==> src/logic/cpu_exec_pkg.sv <==
// constants and types shared by the execute unit
package cpu_exec_pkg;

    // register byte addresses on the apb side
    localparam logic [7:0] ADDR_INSTR = 8'h00;
    localparam logic [7:0] ADDR_ACCUM = 8'h04;
    localparam logic [7:0] ADDR_STATUS = 8'h08;
    localparam logic [7:0] ADDR_BANK = 8'h0C;
    localparam logic [7:0] ADDR_PCLATCH = 8'h10;
    localparam logic [7:0] ADDR_PTR0 = 8'h14;
    localparam logic [7:0] ADDR_PTR1 = 8'h18;
    localparam logic [7:0] ADDR_TIMER_CFG = 8'h1C;
    localparam logic [7:0] ADDR_IRQ_CTRL = 8'h20;
    localparam logic [7:0] ADDR_PWR_CTRL = 8'h24;
    localparam logic [7:0] ADDR_STACK_TOP = 8'h28;
    localparam logic [7:0] ADDR_PC = 8'h2C;

    // field positions
    localparam int CARRY_BIT = 0;
    localparam int ZERO_BIT = 2;
    localparam int GIE_BIT = 7;
    localparam int RI_BIT = 2;
    localparam int DEST_BIT = 7;
    localparam int REL_BIT = 7;
    localparam int PTR_SEL_BIT = 6;

    // reset values
    localparam logic [7:0] STATUS_RST = 8'h00;
    localparam logic [7:0] IRQ_CTRL_RST = 8'h00;
    localparam logic [7:0] PWR_CTRL_RST = 8'h04;
    localparam logic [7:0] TIMER_CFG_RST = 8'hFF;

    // opcodes in instr[15:11]
    localparam logic [4:0] OP_NOP = 5'h00;
    localparam logic [4:0] OP_INCREMENT_FILE = 5'h01;
    localparam logic [4:0] OP_OR_ACCUM_INTO_FILE = 5'h02;
    localparam logic [4:0] OP_LOGICAL_SHIFT_LEFT = 5'h03;
    localparam logic [4:0] OP_LOGICAL_SHIFT_RIGHT = 5'h04;
    localparam logic [4:0] OP_COPY_FILE = 5'h05;
    localparam logic [4:0] OP_ROTATE_LEFT_CARRY = 5'h06;
    localparam logic [4:0] OP_ROTATE_RIGHT_CARRY = 5'h07;
    localparam logic [4:0] OP_STORE_ACCUM_TO_FILE = 5'h08;
    localparam logic [4:0] OP_INDIRECT_LOAD = 5'h09;
    localparam logic [4:0] OP_INDIRECT_STORE = 5'h0A;
    localparam logic [4:0] OP_LOAD_BANK_LITERAL = 5'h0B;
    localparam logic [4:0] OP_LOAD_PAGE_LATCH = 5'h0C;
    localparam logic [4:0] OP_LOAD_ACCUM_LITERAL = 5'h0D;
    localparam logic [4:0] OP_LOAD_TIMER_CONFIG = 5'h0E;
    localparam logic [4:0] OP_SOFT_RESET = 5'h0F;
    localparam logic [4:0] OP_INTERRUPT_RETURN = 5'h10;
    localparam logic [4:0] OP_SUBROUTINE_RETURN = 5'h11;
    localparam logic [4:0] OP_RETURN_WITH_LITERAL = 5'h12;

    // pointer_update_mode codes
    localparam logic [1:0] MODE_PRE_INC = 2'h0;
    localparam logic [1:0] MODE_PRE_DEC = 2'h1;

    typedef enum logic [3:0] {
        S_IDLE = 4'b0001,
        S_DEC = 4'b0010,
        S_EXE = 4'b0100,
        S_RET = 4'b1000
    } state_t;

endpackage

==> src/logic/cpu_instruction_execute_subset.sv <==
// execute unit for a subset of the 8-bit core instruction set, apb reached
// Functional notes
// - file operand 0..127; destination bit 0 writes accumulator, 1 writes file.
// - increment and inclusive or with accumulator update only the zero flag.
// - shift left: bit 7 to carry, zero into bit 0, carry and zero.
// - shift right: bit 0 to carry, zero into bit 7, carry and zero.
// - copy file to destination in one cycle, updating zero.
// - indirect mode 00 pre-inc, 01 pre-dec, 10 post-inc, 11 post-dec.
// - relative form uses pointer plus signed -32..31, pointer unchanged.
// - window locations have no storage; they reach the pointed location.
// - pointers span 0000h..FFFFh and wrap at both ends.
// - pointer step touches no flag; indirect load sets zero, store none.
// - load bank literal 0..15 into bank select, no flags.
// - load seven-bit literal into pc high latch, no flags.
// - load eight-bit literal into accumulator in one cycle, no flags.
// - store accumulator to file in one cycle, no flags.
// - copy accumulator into timer config register, no flags.
// - soft reset acts as full reset and clears the reset instruction flag.
// - interrupt return pops stack top to pc, sets global enable, two cycles.
// - subroutine return pops stack top into pc, two cycles, no flags.
// - return with literal loads the literal into accumulator and pc from stack top.
// - rotate left through carry, only carry changes.
// - rotate right through carry, only carry changes.
`timescale 1ns/1ps
`default_nettype none

module cpu_instruction_execute_subset (
    input wire logic pclk,
    input wire logic presetn,
    input wire logic psel,
    input wire logic penable,
    input wire logic pwrite,
    input wire logic [7:0] paddr,
    input wire logic [31:0] pwdata,
    output logic [31:0] prdata,
    output logic pready,
    output logic pslverr,
    output logic stack_pop
);

    function automatic logic [15:0] step(input logic [15:0] p, input logic down);
        step = down ? p - 16'h0001 : p + 16'h0001;
    endfunction

    function automatic logic zero_of(input logic [7:0] v);
        zero_of = (v == 8'h00);
    endfunction

    cpu_exec_pkg::state_t state;
    cpu_exec_pkg::state_t next_state;

    logic [15:0] instr;
    logic [7:0] accum;
    logic [7:0] status;
    logic [3:0] bank_select;
    logic [6:0] pc_high_latch;
    logic [15:0] ptr0;
    logic [15:0] ptr1;
    logic [7:0] timer_config_register;
    logic [7:0] irq_control_register;
    logic [7:0] power_control_register;
    logic [14:0] stack_top;
    logic [14:0] pc;
    logic [7:0] mem_rdata;

    // instruction fields
    wire logic [4:0] op = instr[15:11];
    wire logic dest_file = instr[cpu_exec_pkg::DEST_BIT];
    wire logic [6:0] file_addr = instr[6:0];
    wire logic [7:0] literal = instr[7:0];
    wire logic ind_rel = instr[cpu_exec_pkg::REL_BIT];
    wire logic [5:0] offset = instr[5:0];
    wire logic [1:0] pointer_update_mode = instr[1:0];

    wire logic is_load_ind = (op == cpu_exec_pkg::OP_INDIRECT_LOAD);
    wire logic is_store_ind = (op == cpu_exec_pkg::OP_INDIRECT_STORE);
    wire logic is_ind = is_load_ind | is_store_ind;

    // read-modify-write file group
    wire logic is_file_op = (op >= cpu_exec_pkg::OP_INCREMENT_FILE) &&
                            (op <= cpu_exec_pkg::OP_ROTATE_RIGHT_CARRY);

    wire logic is_return = (op == cpu_exec_pkg::OP_INTERRUPT_RETURN) ||
                           (op == cpu_exec_pkg::OP_SUBROUTINE_RETURN) ||
                           (op == cpu_exec_pkg::OP_RETURN_WITH_LITERAL);

    // addresses 0 and 1 are the two indirect windows
    wire logic is_window = !is_ind && (file_addr[6:1] == 6'h00);
    wire logic ptr_sel = is_ind ? instr[cpu_exec_pkg::PTR_SEL_BIT] : file_addr[0];
    wire logic [15:0] ptr = ptr_sel ? ptr1 : ptr0;

    wire logic [15:0] rel_addr = ptr + {{10{offset[5]}}, offset};
    wire logic is_pre = (pointer_update_mode == cpu_exec_pkg::MODE_PRE_INC) ||
                        (pointer_update_mode == cpu_exec_pkg::MODE_PRE_DEC);
    wire logic step_down = pointer_update_mode[0];
    wire logic [15:0] ptr_stepped = step(ptr, step_down);

    wire logic [15:0] ind_addr = ind_rel ? rel_addr :
                                 (is_pre ? ptr_stepped : ptr);

    // the memory decodes only the low 8 pointer bits, so it repeats every 256 bytes of the pointer space
    wire logic [7:0] mem_addr = is_ind ? ind_addr[7:0] :
                                is_window ? ptr[7:0] :
                                {bank_select[0], file_addr};

    wire logic in_exe = (state == cpu_exec_pkg::S_EXE);
    wire logic carry_in = status[cpu_exec_pkg::CARRY_BIT];

    // alu for the file group
    logic [7:0] result;
    logic next_carry;
    logic upd_carry;
    logic upd_zero;

    always_comb begin
        result = mem_rdata;
        next_carry = carry_in;
        upd_carry = 1'b0;
        upd_zero = 1'b0;
        case (op)
            cpu_exec_pkg::OP_INCREMENT_FILE: begin
                result = mem_rdata + 8'h01;
                upd_zero = 1'b1;
            end
            cpu_exec_pkg::OP_OR_ACCUM_INTO_FILE: begin
                result = accum | mem_rdata;
                upd_zero = 1'b1;
            end
            cpu_exec_pkg::OP_LOGICAL_SHIFT_LEFT: begin
                result = {mem_rdata[6:0], 1'b0};
                next_carry = mem_rdata[7];
                upd_carry = 1'b1;
                upd_zero = 1'b1;
            end
            cpu_exec_pkg::OP_LOGICAL_SHIFT_RIGHT: begin
                result = {1'b0, mem_rdata[7:1]};
                next_carry = mem_rdata[0];
                upd_carry = 1'b1;
                upd_zero = 1'b1;
            end
            cpu_exec_pkg::OP_COPY_FILE: begin
                upd_zero = 1'b1;
            end
            cpu_exec_pkg::OP_ROTATE_LEFT_CARRY: begin
                result = {mem_rdata[6:0], carry_in};
                next_carry = mem_rdata[7];
                upd_carry = 1'b1;
            end
            cpu_exec_pkg::OP_ROTATE_RIGHT_CARRY: begin
                result = {carry_in, mem_rdata[7:1]};
                next_carry = mem_rdata[0];
                upd_carry = 1'b1;
            end
            cpu_exec_pkg::OP_INDIRECT_LOAD: begin
                upd_zero = 1'b1;
            end
            default: begin
                result = mem_rdata;
            end
        endcase
    end

    // memory write: file writeback, direct store or indirect store
    wire logic wr_file = is_file_op & dest_file;
    wire logic wr_accum_alu = (is_file_op & ~dest_file) | is_load_ind;
    wire logic mem_we = in_exe & (wr_file | is_store_ind |
                        (op == cpu_exec_pkg::OP_STORE_ACCUM_TO_FILE));
    wire logic [7:0] mem_wdata = is_file_op ? result : accum;

    data_ram u_ram (
        .pclk(pclk),
        .addr(mem_addr),
        .we(mem_we),
        .wdata(mem_wdata),
        .rdata(mem_rdata)
    );

    // apb decode; the slave only answers while the executor is idle
    wire logic idle = (state == cpu_exec_pkg::S_IDLE);
    wire logic apb_done = psel & penable & pready;
    wire logic apb_wr = apb_done & pwrite;
    wire logic start = apb_wr & (paddr == cpu_exec_pkg::ADDR_INSTR);
    wire logic next_pready = psel & ~pready & idle;

    wire logic hit = (paddr[1:0] == 2'b00) && (paddr <= cpu_exec_pkg::ADDR_PC);
    wire logic [31:0] rd_mux =
        (paddr == cpu_exec_pkg::ADDR_INSTR) ? {16'h0000, instr} :
        (paddr == cpu_exec_pkg::ADDR_ACCUM) ? {24'h000000, accum} :
        (paddr == cpu_exec_pkg::ADDR_STATUS) ? {24'h000000, status} :
        (paddr == cpu_exec_pkg::ADDR_BANK) ? {28'h0000000, bank_select} :
        (paddr == cpu_exec_pkg::ADDR_PCLATCH) ? {25'h0000000, pc_high_latch} :
        (paddr == cpu_exec_pkg::ADDR_PTR0) ? {16'h0000, ptr0} :
        (paddr == cpu_exec_pkg::ADDR_PTR1) ? {16'h0000, ptr1} :
        (paddr == cpu_exec_pkg::ADDR_TIMER_CFG) ? {24'h000000, timer_config_register} :
        (paddr == cpu_exec_pkg::ADDR_IRQ_CTRL) ? {24'h000000, irq_control_register} :
        (paddr == cpu_exec_pkg::ADDR_PWR_CTRL) ? {24'h000000, power_control_register} :
        (paddr == cpu_exec_pkg::ADDR_STACK_TOP) ? {17'h00000, stack_top} :
        (paddr == cpu_exec_pkg::ADDR_PC) ? {17'h00000, pc} : 32'h00000000;

    always_ff @(posedge pclk or negedge presetn) begin
        if (!presetn) begin
            pready <= 1'b0;
            pslverr <= 1'b0;
            prdata <= 32'h00000000;
        end else begin
            pready <= next_pready;
            pslverr <= next_pready & ~hit;
            prdata <= next_pready ? rd_mux : 32'h00000000;
        end
    end

    // sequencer: decode cycle reads memory, execute cycle commits
    always_comb begin
        case (state)
            cpu_exec_pkg::S_IDLE: next_state = start ? cpu_exec_pkg::S_DEC : state;
            cpu_exec_pkg::S_DEC: next_state = cpu_exec_pkg::S_EXE;
            cpu_exec_pkg::S_EXE: next_state = is_return ? cpu_exec_pkg::S_RET :
                                              cpu_exec_pkg::S_IDLE;
            cpu_exec_pkg::S_RET: next_state = cpu_exec_pkg::S_IDLE;
            default: next_state = cpu_exec_pkg::S_IDLE;
        endcase
    end

    always_ff @(posedge pclk or negedge presetn) begin
        if (!presetn) begin
            state <= cpu_exec_pkg::S_IDLE;
            instr <= 16'h0000;
            stack_pop <= 1'b0;
        end else begin
            state <= next_state;
            stack_pop <= in_exe & is_return;
            if (start) begin
                instr <= pwdata[15:0];
            end
        end
    end

    wire logic soft_reset = in_exe & (op == cpu_exec_pkg::OP_SOFT_RESET);

    // pointer after an indirect move: post forms step now, pre forms keep
    // the already stepped value, relative form leaves it alone
    wire logic ptr_upd = in_exe & is_ind & ~ind_rel;

    // architectural state; apb writes only land while idle, so they never
    // collide with an executing instruction
    always_ff @(posedge pclk or negedge presetn) begin
        if (!presetn) begin
            accum <= 8'h00;
            status <= cpu_exec_pkg::STATUS_RST;
            bank_select <= 4'h0;
            pc_high_latch <= 7'h00;
            ptr0 <= 16'h0000;
            ptr1 <= 16'h0000;
            timer_config_register <= cpu_exec_pkg::TIMER_CFG_RST;
            irq_control_register <= cpu_exec_pkg::IRQ_CTRL_RST;
            power_control_register <= cpu_exec_pkg::PWR_CTRL_RST;
            stack_top <= 15'h0000;
            pc <= 15'h0000;
        end else if (soft_reset) begin
            accum <= 8'h00;
            status <= cpu_exec_pkg::STATUS_RST;
            bank_select <= 4'h0;
            pc_high_latch <= 7'h00;
            ptr0 <= 16'h0000;
            ptr1 <= 16'h0000;
            timer_config_register <= cpu_exec_pkg::TIMER_CFG_RST;
            irq_control_register <= cpu_exec_pkg::IRQ_CTRL_RST;
            power_control_register <= cpu_exec_pkg::PWR_CTRL_RST &
                                      ~(8'h01 << cpu_exec_pkg::RI_BIT);
            stack_top <= 15'h0000;
            pc <= 15'h0000;
        end else begin
            if (apb_wr) begin
                case (paddr)
                    cpu_exec_pkg::ADDR_ACCUM: accum <= pwdata[7:0];
                    cpu_exec_pkg::ADDR_STATUS: status <= pwdata[7:0];
                    cpu_exec_pkg::ADDR_BANK: bank_select <= pwdata[3:0];
                    cpu_exec_pkg::ADDR_PCLATCH: pc_high_latch <= pwdata[6:0];
                    cpu_exec_pkg::ADDR_PTR0: ptr0 <= pwdata[15:0];
                    cpu_exec_pkg::ADDR_PTR1: ptr1 <= pwdata[15:0];
                    cpu_exec_pkg::ADDR_TIMER_CFG: timer_config_register <= pwdata[7:0];
                    cpu_exec_pkg::ADDR_IRQ_CTRL: irq_control_register <= pwdata[7:0];
                    cpu_exec_pkg::ADDR_PWR_CTRL: power_control_register <= pwdata[7:0];
                    cpu_exec_pkg::ADDR_STACK_TOP: stack_top <= pwdata[14:0];
                    cpu_exec_pkg::ADDR_PC: pc <= pwdata[14:0];
                    default: accum <= accum;
                endcase
            end
            if (in_exe) begin
                if (wr_accum_alu) begin
                    accum <= result;
                end
                if (upd_carry) begin
                    status[cpu_exec_pkg::CARRY_BIT] <= next_carry;
                end
                if (upd_zero) begin
                    status[cpu_exec_pkg::ZERO_BIT] <= zero_of(result);
                end
                if (ptr_upd && !ptr_sel) begin
                    ptr0 <= ptr_stepped;
                end
                if (ptr_upd && ptr_sel) begin
                    ptr1 <= ptr_stepped;
                end
                case (op)
                    cpu_exec_pkg::OP_LOAD_BANK_LITERAL:
                        bank_select <= literal[3:0];
                    cpu_exec_pkg::OP_LOAD_PAGE_LATCH:
                        pc_high_latch <= literal[6:0];
                    cpu_exec_pkg::OP_LOAD_ACCUM_LITERAL:
                        accum <= literal;
                    cpu_exec_pkg::OP_LOAD_TIMER_CONFIG:
                        timer_config_register <= accum;
                    cpu_exec_pkg::OP_INTERRUPT_RETURN: begin
                        pc <= stack_top;
                        irq_control_register[cpu_exec_pkg::GIE_BIT] <= 1'b1;
                    end
                    cpu_exec_pkg::OP_SUBROUTINE_RETURN:
                        pc <= stack_top;
                    cpu_exec_pkg::OP_RETURN_WITH_LITERAL: begin
                        accum <= literal;
                        pc <= stack_top;
                    end
                    default: pc <= pc;
                endcase
            end
        end
    end

endmodule // cpu_instruction_execute_subset

`default_nettype wire

==> src/logic/data_ram.sv <==
// byte-wide data memory with registered read data
`timescale 1ns/1ps
`default_nettype none

module data_ram (
    input wire logic pclk,
    input wire logic [7:0] addr,
    input wire logic we,
    input wire logic [7:0] wdata,
    output logic [7:0] rdata
);

    logic [7:0] mem [0:255];

    always_ff @(posedge pclk) begin
        if (we) begin
            mem[addr] <= wdata;
        end
        rdata <= mem[addr];
    end

endmodule // data_ram

`default_nettype wire

==> config.mk <==
export PLATFORM = sky130hd
export DESIGN_NAME = cpu_instruction_execute_subset
export DESIGN_NICKNAME = d
export VERILOG_FILES = /design/src/logic/cpu_exec_pkg.sv /design/src/logic/cpu_instruction_execute_subset.sv /design/src/logic/data_ram.sv
export SDC_FILE = /design/constraint.sdc
export NUM_CORES = 2
export LEC_CHECK = 0
export ABC_AREA = 1
export BUFFER_PORTS_ARGS = -buffer_cell sky130_fd_sc_hd__buf_2
export CAP_MARGIN = 20
export CORE_MARGIN = 1
export CORE_UTILIZATION = 45
export DETAILED_ROUTE_END_ITERATION = 10
export SETUP_SLACK_MARGIN = 0.1
export SYNTH_ARGS = -nofsm -noshare
export SYNTH_HDL_FRONTEND = slang
export SYNTH_SLANG_ARGS = --single-unit
==> constraint.sdc <==
create_clock -name pclk -period 14.65 [get_ports pclk]
set_clock_uncertainty 0.05 [all_clocks]
set_input_delay 0.7325 -clock pclk [delete_from_list [all_inputs] [get_ports pclk]]
set_output_delay 0.7325 -clock pclk [all_outputs]
set_load 0.01 [all_outputs]
Word-level counts from Yosys, hierarchy flattened
Memory sizes are Yosys's and may differ from the RTL's. A register that Yosys moved wholly into a read port is not among the register bits.
Index checks and enable logic that the tools add are counted.
- bits in registers: 152
- bits in writable memories: 2048
- input port bits: 45
- memories: 1
- add/sub/neg operators: 4
- order comparisons: 3
- equal/unequal tests: 36
- mux-type cells: 84
- bitwise logic cells: 22
- reductions and logical operators: 31
- memory list (name ; depth ; bits a word ; rd ports ; clocked after Yosys merged registers in ; wr ports ; line ; source):
    u_ram.mem ; 256 ; 8 ; 1 ; 1 ; 1 ; data_ram.sv:13 ; logic [7:0] mem [0:255];
- operators by type and width (cell ; number):
    16-bit 2-to-1 mux ; 20
    8-bit 2-to-1 mux ; 25
    15-bit 2-to-1 mux ; 12
    8-bit case mux with 6 select lines ; 1
    5-bit by 4-bit == test with 1-bit output, second input constant ; 8
    7-bit 2-to-1 mux ; 5
    8-bit by 5-bit == test with 1-bit output, second input constant ; 4
    8-bit by 6-bit == test with 1-bit output, second input constant ; 4
    15-bit case mux with 2 select lines ; 1
    4-bit 2-to-1 mux ; 7
    5-bit by 3-bit == test with 1-bit output, second input constant ; 4
    16-bit by 1-bit adder with 16-bit output, second input constant ; 1
    8-bit by 4-bit == test with 1-bit output, second input constant ; 2
    8-bit logical NOT ; 2
    16-bit by 1-bit subtractor with 16-bit output, second input constant ; 1
    5-bit == test, second input constant ; 3
    1-bit AND ; 14
    4-bit case mux with 3 select lines ; 1
    1-bit 2-to-1 mux ; 11
    5-bit by 2-bit == test with 1-bit output, second input constant ; 2
    2-bit nonzero test ; 5
    8-bit by 1-bit adder with 8-bit output, second input constant ; 1
    8-bit adder ; 1
    8-bit by 3-bit == test with 1-bit output, second input constant ; 1
    25 further kinds ; 44

Logic depth before layout (Yosys ltp)
- depth after elaboration: 14
- depth in mapped cells: 33
- gate-level depth less buffers: 30

By module
From an unflattened synthesis, not the netlist that was laid out.
- cells, all modules: 9448
- area, all modules: 95167.5 µm²
- modules (own cells, without submodules) (module ; instances ; cells each ; area an instance (µm²) ; seq. area each (µm²)):
    data_ram ; 1 ; 8021 ; 84856.4 ; 61659.1
    cpu_instruction_execute_subset ; 1 ; 1427 ; 10311.1 ; 3816.2

Worst setup path after synthesis
No wires, ideal clock.
- path type: register -> register
- start: register instr[11]
- end: memory u_ram.mem[0][5], data pin
- setup time: 2.188 ns
- data arrival time: 11.462 ns
- path slack: 0.950 ns
- stages on the path, launching flop included: 10
- buffers on the path: 1
- period minus slack after synthesis: 13.700 ns
- cells stage by stage: dfrtp_1 buf_2 nand2_2 nor2_1 a21oi_1 nand3_1 nand2_1 a221o_1 a31oi_1 o21ai_0
- cells in the longest elaborated chain, start to end: 3
- RTL lines (what ; line ; source):
    start, declared ; cpu_instruction_execute_subset.sv:52 ; logic [15:0] instr;
    start signal, assigned ; cpu_instruction_execute_subset.sv:233 ; instr <= pwdata[15:0];
    5-bit by 1-bit greater-or-equal comparator with 1-bit output (tied with other cells) ; cpu_instruction_execute_subset.sv:80 ; wire logic is_file_op = (op >= cpu_exec_pkg::OP_INCREMENT_FILE) &&
    1-bit logical AND or 8-bit case mux with 6 select lines (tied branches) ; cpu_instruction_execute_subset.sv:80, cpu_instruction_execute_subset.sv:120 ;
    8-bit 2-to-1 mux (*) ; cpu_instruction_execute_subset.sv:168 ; wire logic [7:0] mem_wdata = is_file_op ? result : accum;
    named net mem_wdata[5] ; cpu_instruction_execute_subset.sv:168 ;
    end, declared ; data_ram.sv:13 ;
The timed path passes the listed nets; every way through them passes the cells marked *.

Worst setup path after layout
- start: register instr[11]
- end: memory u_ram.mem[136][4] (enable)
- cells in the longest elaborated chain, start to end: 9
- RTL lines (what ; line ; source):
    5-bit by 4-bit == test with 1-bit output (on tied branches) ; cpu_instruction_execute_subset.sv:75, cpu_instruction_execute_subset.sv:76 ;
    1-bit OR ; cpu_instruction_execute_subset.sv:77 ; wire logic is_ind = is_load_ind | is_store_ind;
    1-bit 2-to-1 mux ; cpu_instruction_execute_subset.sv:89 ; wire logic ptr_sel = is_ind ? instr[cpu_exec_pkg::PTR_SEL_BIT] : file_addr[0];
    16-bit 2-to-1 mux ; cpu_instruction_execute_subset.sv:90 ; wire logic [15:0] ptr = ptr_sel ? ptr1 : ptr0;
    16-bit by 1-bit adder with 16-bit output or 16-bit by 1-bit subtractor with 16-bit output (tied branches) ; cpu_instruction_execute_subset.sv:42 ; step = down ? p - 16'h0001 : p + 16'h0001;
    16-bit 2-to-1 mux ; cpu_instruction_execute_subset.sv:42 ;
    8-bit 2-to-1 mux ; cpu_instruction_execute_subset.sv:99 ; (is_pre ? ptr_stepped : ptr);
    8-bit 2-to-1 mux ; cpu_instruction_execute_subset.sv:98 ; wire logic [15:0] ind_addr = ind_rel ? rel_addr :
    8-bit 2-to-1 mux ; cpu_instruction_execute_subset.sv:102 ; wire logic [7:0] mem_addr = is_ind ? ind_addr[7:0] :
Parallel ways exist; a longest one is shown, timed or not.

==> summary.txt <==
DRT Pass-1 Iters = 9
row cnt = 171
CP endpoint kind = flop
Tot GR Track Use = 25.3%
Residual DRC = 0
syn_area_per_cell = 9.71 um2
Unique masters post-synth = 57
worst min-delay path class = in2reg
Setup-failing EPs final = 0
clock sinks = 2208
CP peak stage delay = 0.82 ns
flops & latches, synth = 2208
Levels on crit path = 19
startpoint types = flop
crit path buf inv count = 2
Finished Core Util = 49.9%
fraction of layout cells with a size suffix above 1 = 6.03%
Critical Path End = u_ram.mem[136][4]
WP data arrival = 7.43 ns
first-pass GRT wire length = 427000 um
routability cong. = 0.889
RSZ-0062 raised after global routing = no
Avg WL per Cell = 21.9 um
Setup CP Type = reg2reg
P_leak = 46.4 nW
DR vias = 71200
Core ar. = 0.218 mm2
clk_lat worst skew = 0.90 ns
Least-Margin Pin Slew = 1.20 ns
register area share after synthesis = 66.3%
CTS clk-pin slew, worst paths = 0.06 ns
status = finished, final reports clean
CTS Buffer Depth = 3
Post-CTS Resized = 0
area delta synth->final = 9.92%
Overflow after GRT = 0
DRT antenna net count = 0
Layout Nets = 10000
Yosys warnings = 0
cell chain of the critical path = nor2_2 > nor2_4 > nand2_4 > nand2_4 > nand2_4 > o21ai_2 > ha_1 > a21oi_1 > nand2_1 > nand2_1 > nand2_1 > o21bai_1 > nand2_1 > nand2_4 > inv_4 > nor2_2 > nand2_2 > buf_4 > nor2_1
WL final = 285000 um
ys async rst share = 6.88%
most frequent cells in the layout = nand2_1, edfxtp_1, nand3_1
Die Span Y = 470 um
Power Density = 119 mW/mm2
reg2reg start = instr[11]
cells on worst reg2reg path = 19
largest net degree at the start of global routing = 198
Max Slew Vio Count = 0
min Tclk post-route = 6.96 ns
Root Driver = clkbuf_16
post-synthesis cell area = 0.0987 mm2
reg2reg setup slack = 7.69 ns
Worst IR Drop VDD = 111 uV
Max Cap Viol = 0
total CTS buffers = 228
critical path data required time = 15.12 ns
htree depth = 4
most common cell after layout, fill and taps aside = nand2_1
ys flop type = edfxtp_1
CP Launch Point = instr[11]
post-DP HPWL = 159000 um
DRT iter0 DRCs = 7441
Max Clk Rate = 144 MHz
Port Buffer Count = 47
Crit Path Max Fanout = 60
max_slew headroom = 20.3%
die area = 0.221 mm2
Vias/cell = 5.47
worst flop-to-flop path endpoint = u_ram.mem[136][4]
Initial Util = 45.4%
Die Width = 470 um
number of top-level pins = 80
Top delay family on crit path = simple AND/OR/NAND/NOR gates
fill cell count = 19600
setup total negative slack = 0 ns
Cells after Synth = 10200
number of flops mapped to enable cells by yosys = 2048
vias in the first global route = 67500
CTS tree = built
Hold Violations, Final = 0
final worst path period share = 47.5%
antenna violations before repair = 4
slowest CP cell = nor2_2
## synth_stat cells, types with 5 or more instances
library cell,n,share of area [%]
o21a_1,5,0.038
nor2_1,415,1.6
nand3_1,783,4.0
a31oi_1,5,0.032
o221ai_1,25,0.22
nand4_1,43,0.27
buf_6,6,0.068
buf_4,44,0.33
buf_1,63,0.24
o21ai_0,170,0.86
nand2_2,30,0.19
clkbuf_1,177,0.67
inv_1,186,0.71
dfrtp_1,142,3.6
nor2_2,7,0.044
nand2_4,8,0.091
edfxtp_1,2048,62
a211oi_1,26,0.20
o211ai_1,39,0.30
xor2_1,13,0.12
o21ai_1,11,0.056
nor3_1,16,0.081
buf_2,317,1.6
dfxtp_1,8,0.16
ha_1,24,0.30
nand2_1,5327,20
o2111ai_1,10,0.089
a21oi_1,81,0.41
xnor2_1,5,0.044
dfstp_2,10,0.27
inv_2,23,0.087
o22ai_1,41,0.26
nor2_4,7,0.080
a221oi_1,13,0.12
## cell type report
cell class / count / area, um2 / share of cell area [%]
Sequential cell: 2208 / 65500 / 60.3
Multi-Input combinational cell: 7155 / 29800 / 27.5
Clock buffer: 269 / 5900 / 5.44
Tap cell: 2854 / 3570 / 3.29
Clock inverter: 154 / 1640 / 1.51
Timing Repair Buffer: 161 / 1270 / 1.17
Inverter: 216 / 847 / 0.780
Antenna cell: 3 / 7.51 / 0.00692
## metrics by stage
| step | total power [mW] | cell area (um2) | std cells | setup slack [ns] | hold WS, ns |
|---|---|---|---|---|---|
| after floorplan | 7.12 | 98800 | 10200 | 0.950 | 0.387 |
| after global placement | 7.18 | 101000 | 12600 | 7.88 | 0.402 |
| after detailed placement | 7.18 | 101000 | 12600 | 7.81 | 0.426 |
| after CTS | 13.0 | 108000 | 13000 | 7.80 | 0.0549 |
| after global routing | 13.2 | 109000 | 13000 | 7.46 | 0.114 |
| final | 12.9 | 109000 | 13000 | 7.69 | 0.119 |
## registers in the layout (all words and copies together) (netlist names)
signal                  cells
pc_high_latch               7
pready                      1
pslverr                     1
ptr1                       16
bank_select                 4
stack_pop                   1
accum                       8
ptr0                       16
irq_control_register        8
pc                         15
status                      8
u_ram.mem                2048
u_ram.rdata                 8
timer_config_register       8
prdata                     16
state                       4
instr                      16
stack_top                  15
power_control_register      8
## power breakdown
group          switching [mW]  internal, mW  leakage, nW
Combinational           0.172        0.0385         20.0
Sequential            0.00381          6.84         22.8
Clock                    2.54          3.31         3.65
## worst reg2reg max path, cell delays in order, from the launching register on
cell and delay, ns:
dfrtp_1 0.62, nor2_2 0.16, nor2_4 0.19, nand2_4 0.15
nand2_4 0.12, nand2_4 0.21, o21ai_2 0.39, ha_1 0.36
a21oi_1 0.27, nand2_1 0.08, nand2_1 0.06, nand2_1 0.14
o21bai_1 0.19, nand2_1 0.11, nand2_4 0.42, inv_4 0.47
nor2_2 0.83, nand2_2 0.63, buf_4 0.45, nor2_1 0.67
## what timing repair did
item / 4_1_cts / 5_1_grt
setup buffers: 0 / 0
hold endpoints to repair: 78 / 0
hold buffers: 1 / 0
## worst min-delay path by stage
stage	startpoint	to	slack, ns	depth (start not counted)
after floorplan	presetn	accum[0]	0.39	0
after global placement	state[2]	state[2]	0.40	1
after detailed placement	instr[9]	instr[9]	0.43	2
after CTS	paddr[4]	pslverr	0.05	4
after global routing	pwdata[11]	stack_top[11]	0.11	3
final	paddr[4]	pslverr	0.12	4
## per-layer routing
metal,track usage (%),wire [um]
met3,4.04,22200
met1,35.0,120000
met5,0,0
met4,9.31,10300
met2,40.2,132000
## cell families (layout without fill, tap and decap cells)
logic type                 Yosys count  count (layout)  share of synthesized area, %
AOI/OAI and AO/OA                  444             444                          2.74
xor gates and xnor gates            18              18                         0.160
adders and majority gates           26              26                         0.345
buffers and inverters              823             800                          3.75
DFF                               2208            2208                          66.3
muxes                                1               1                        0.0101
other                                1              19                       0.00380
and+or+nand+nor                   6650            6650                          26.7
No activity file was read; power rests on OpenSTA's default activity.
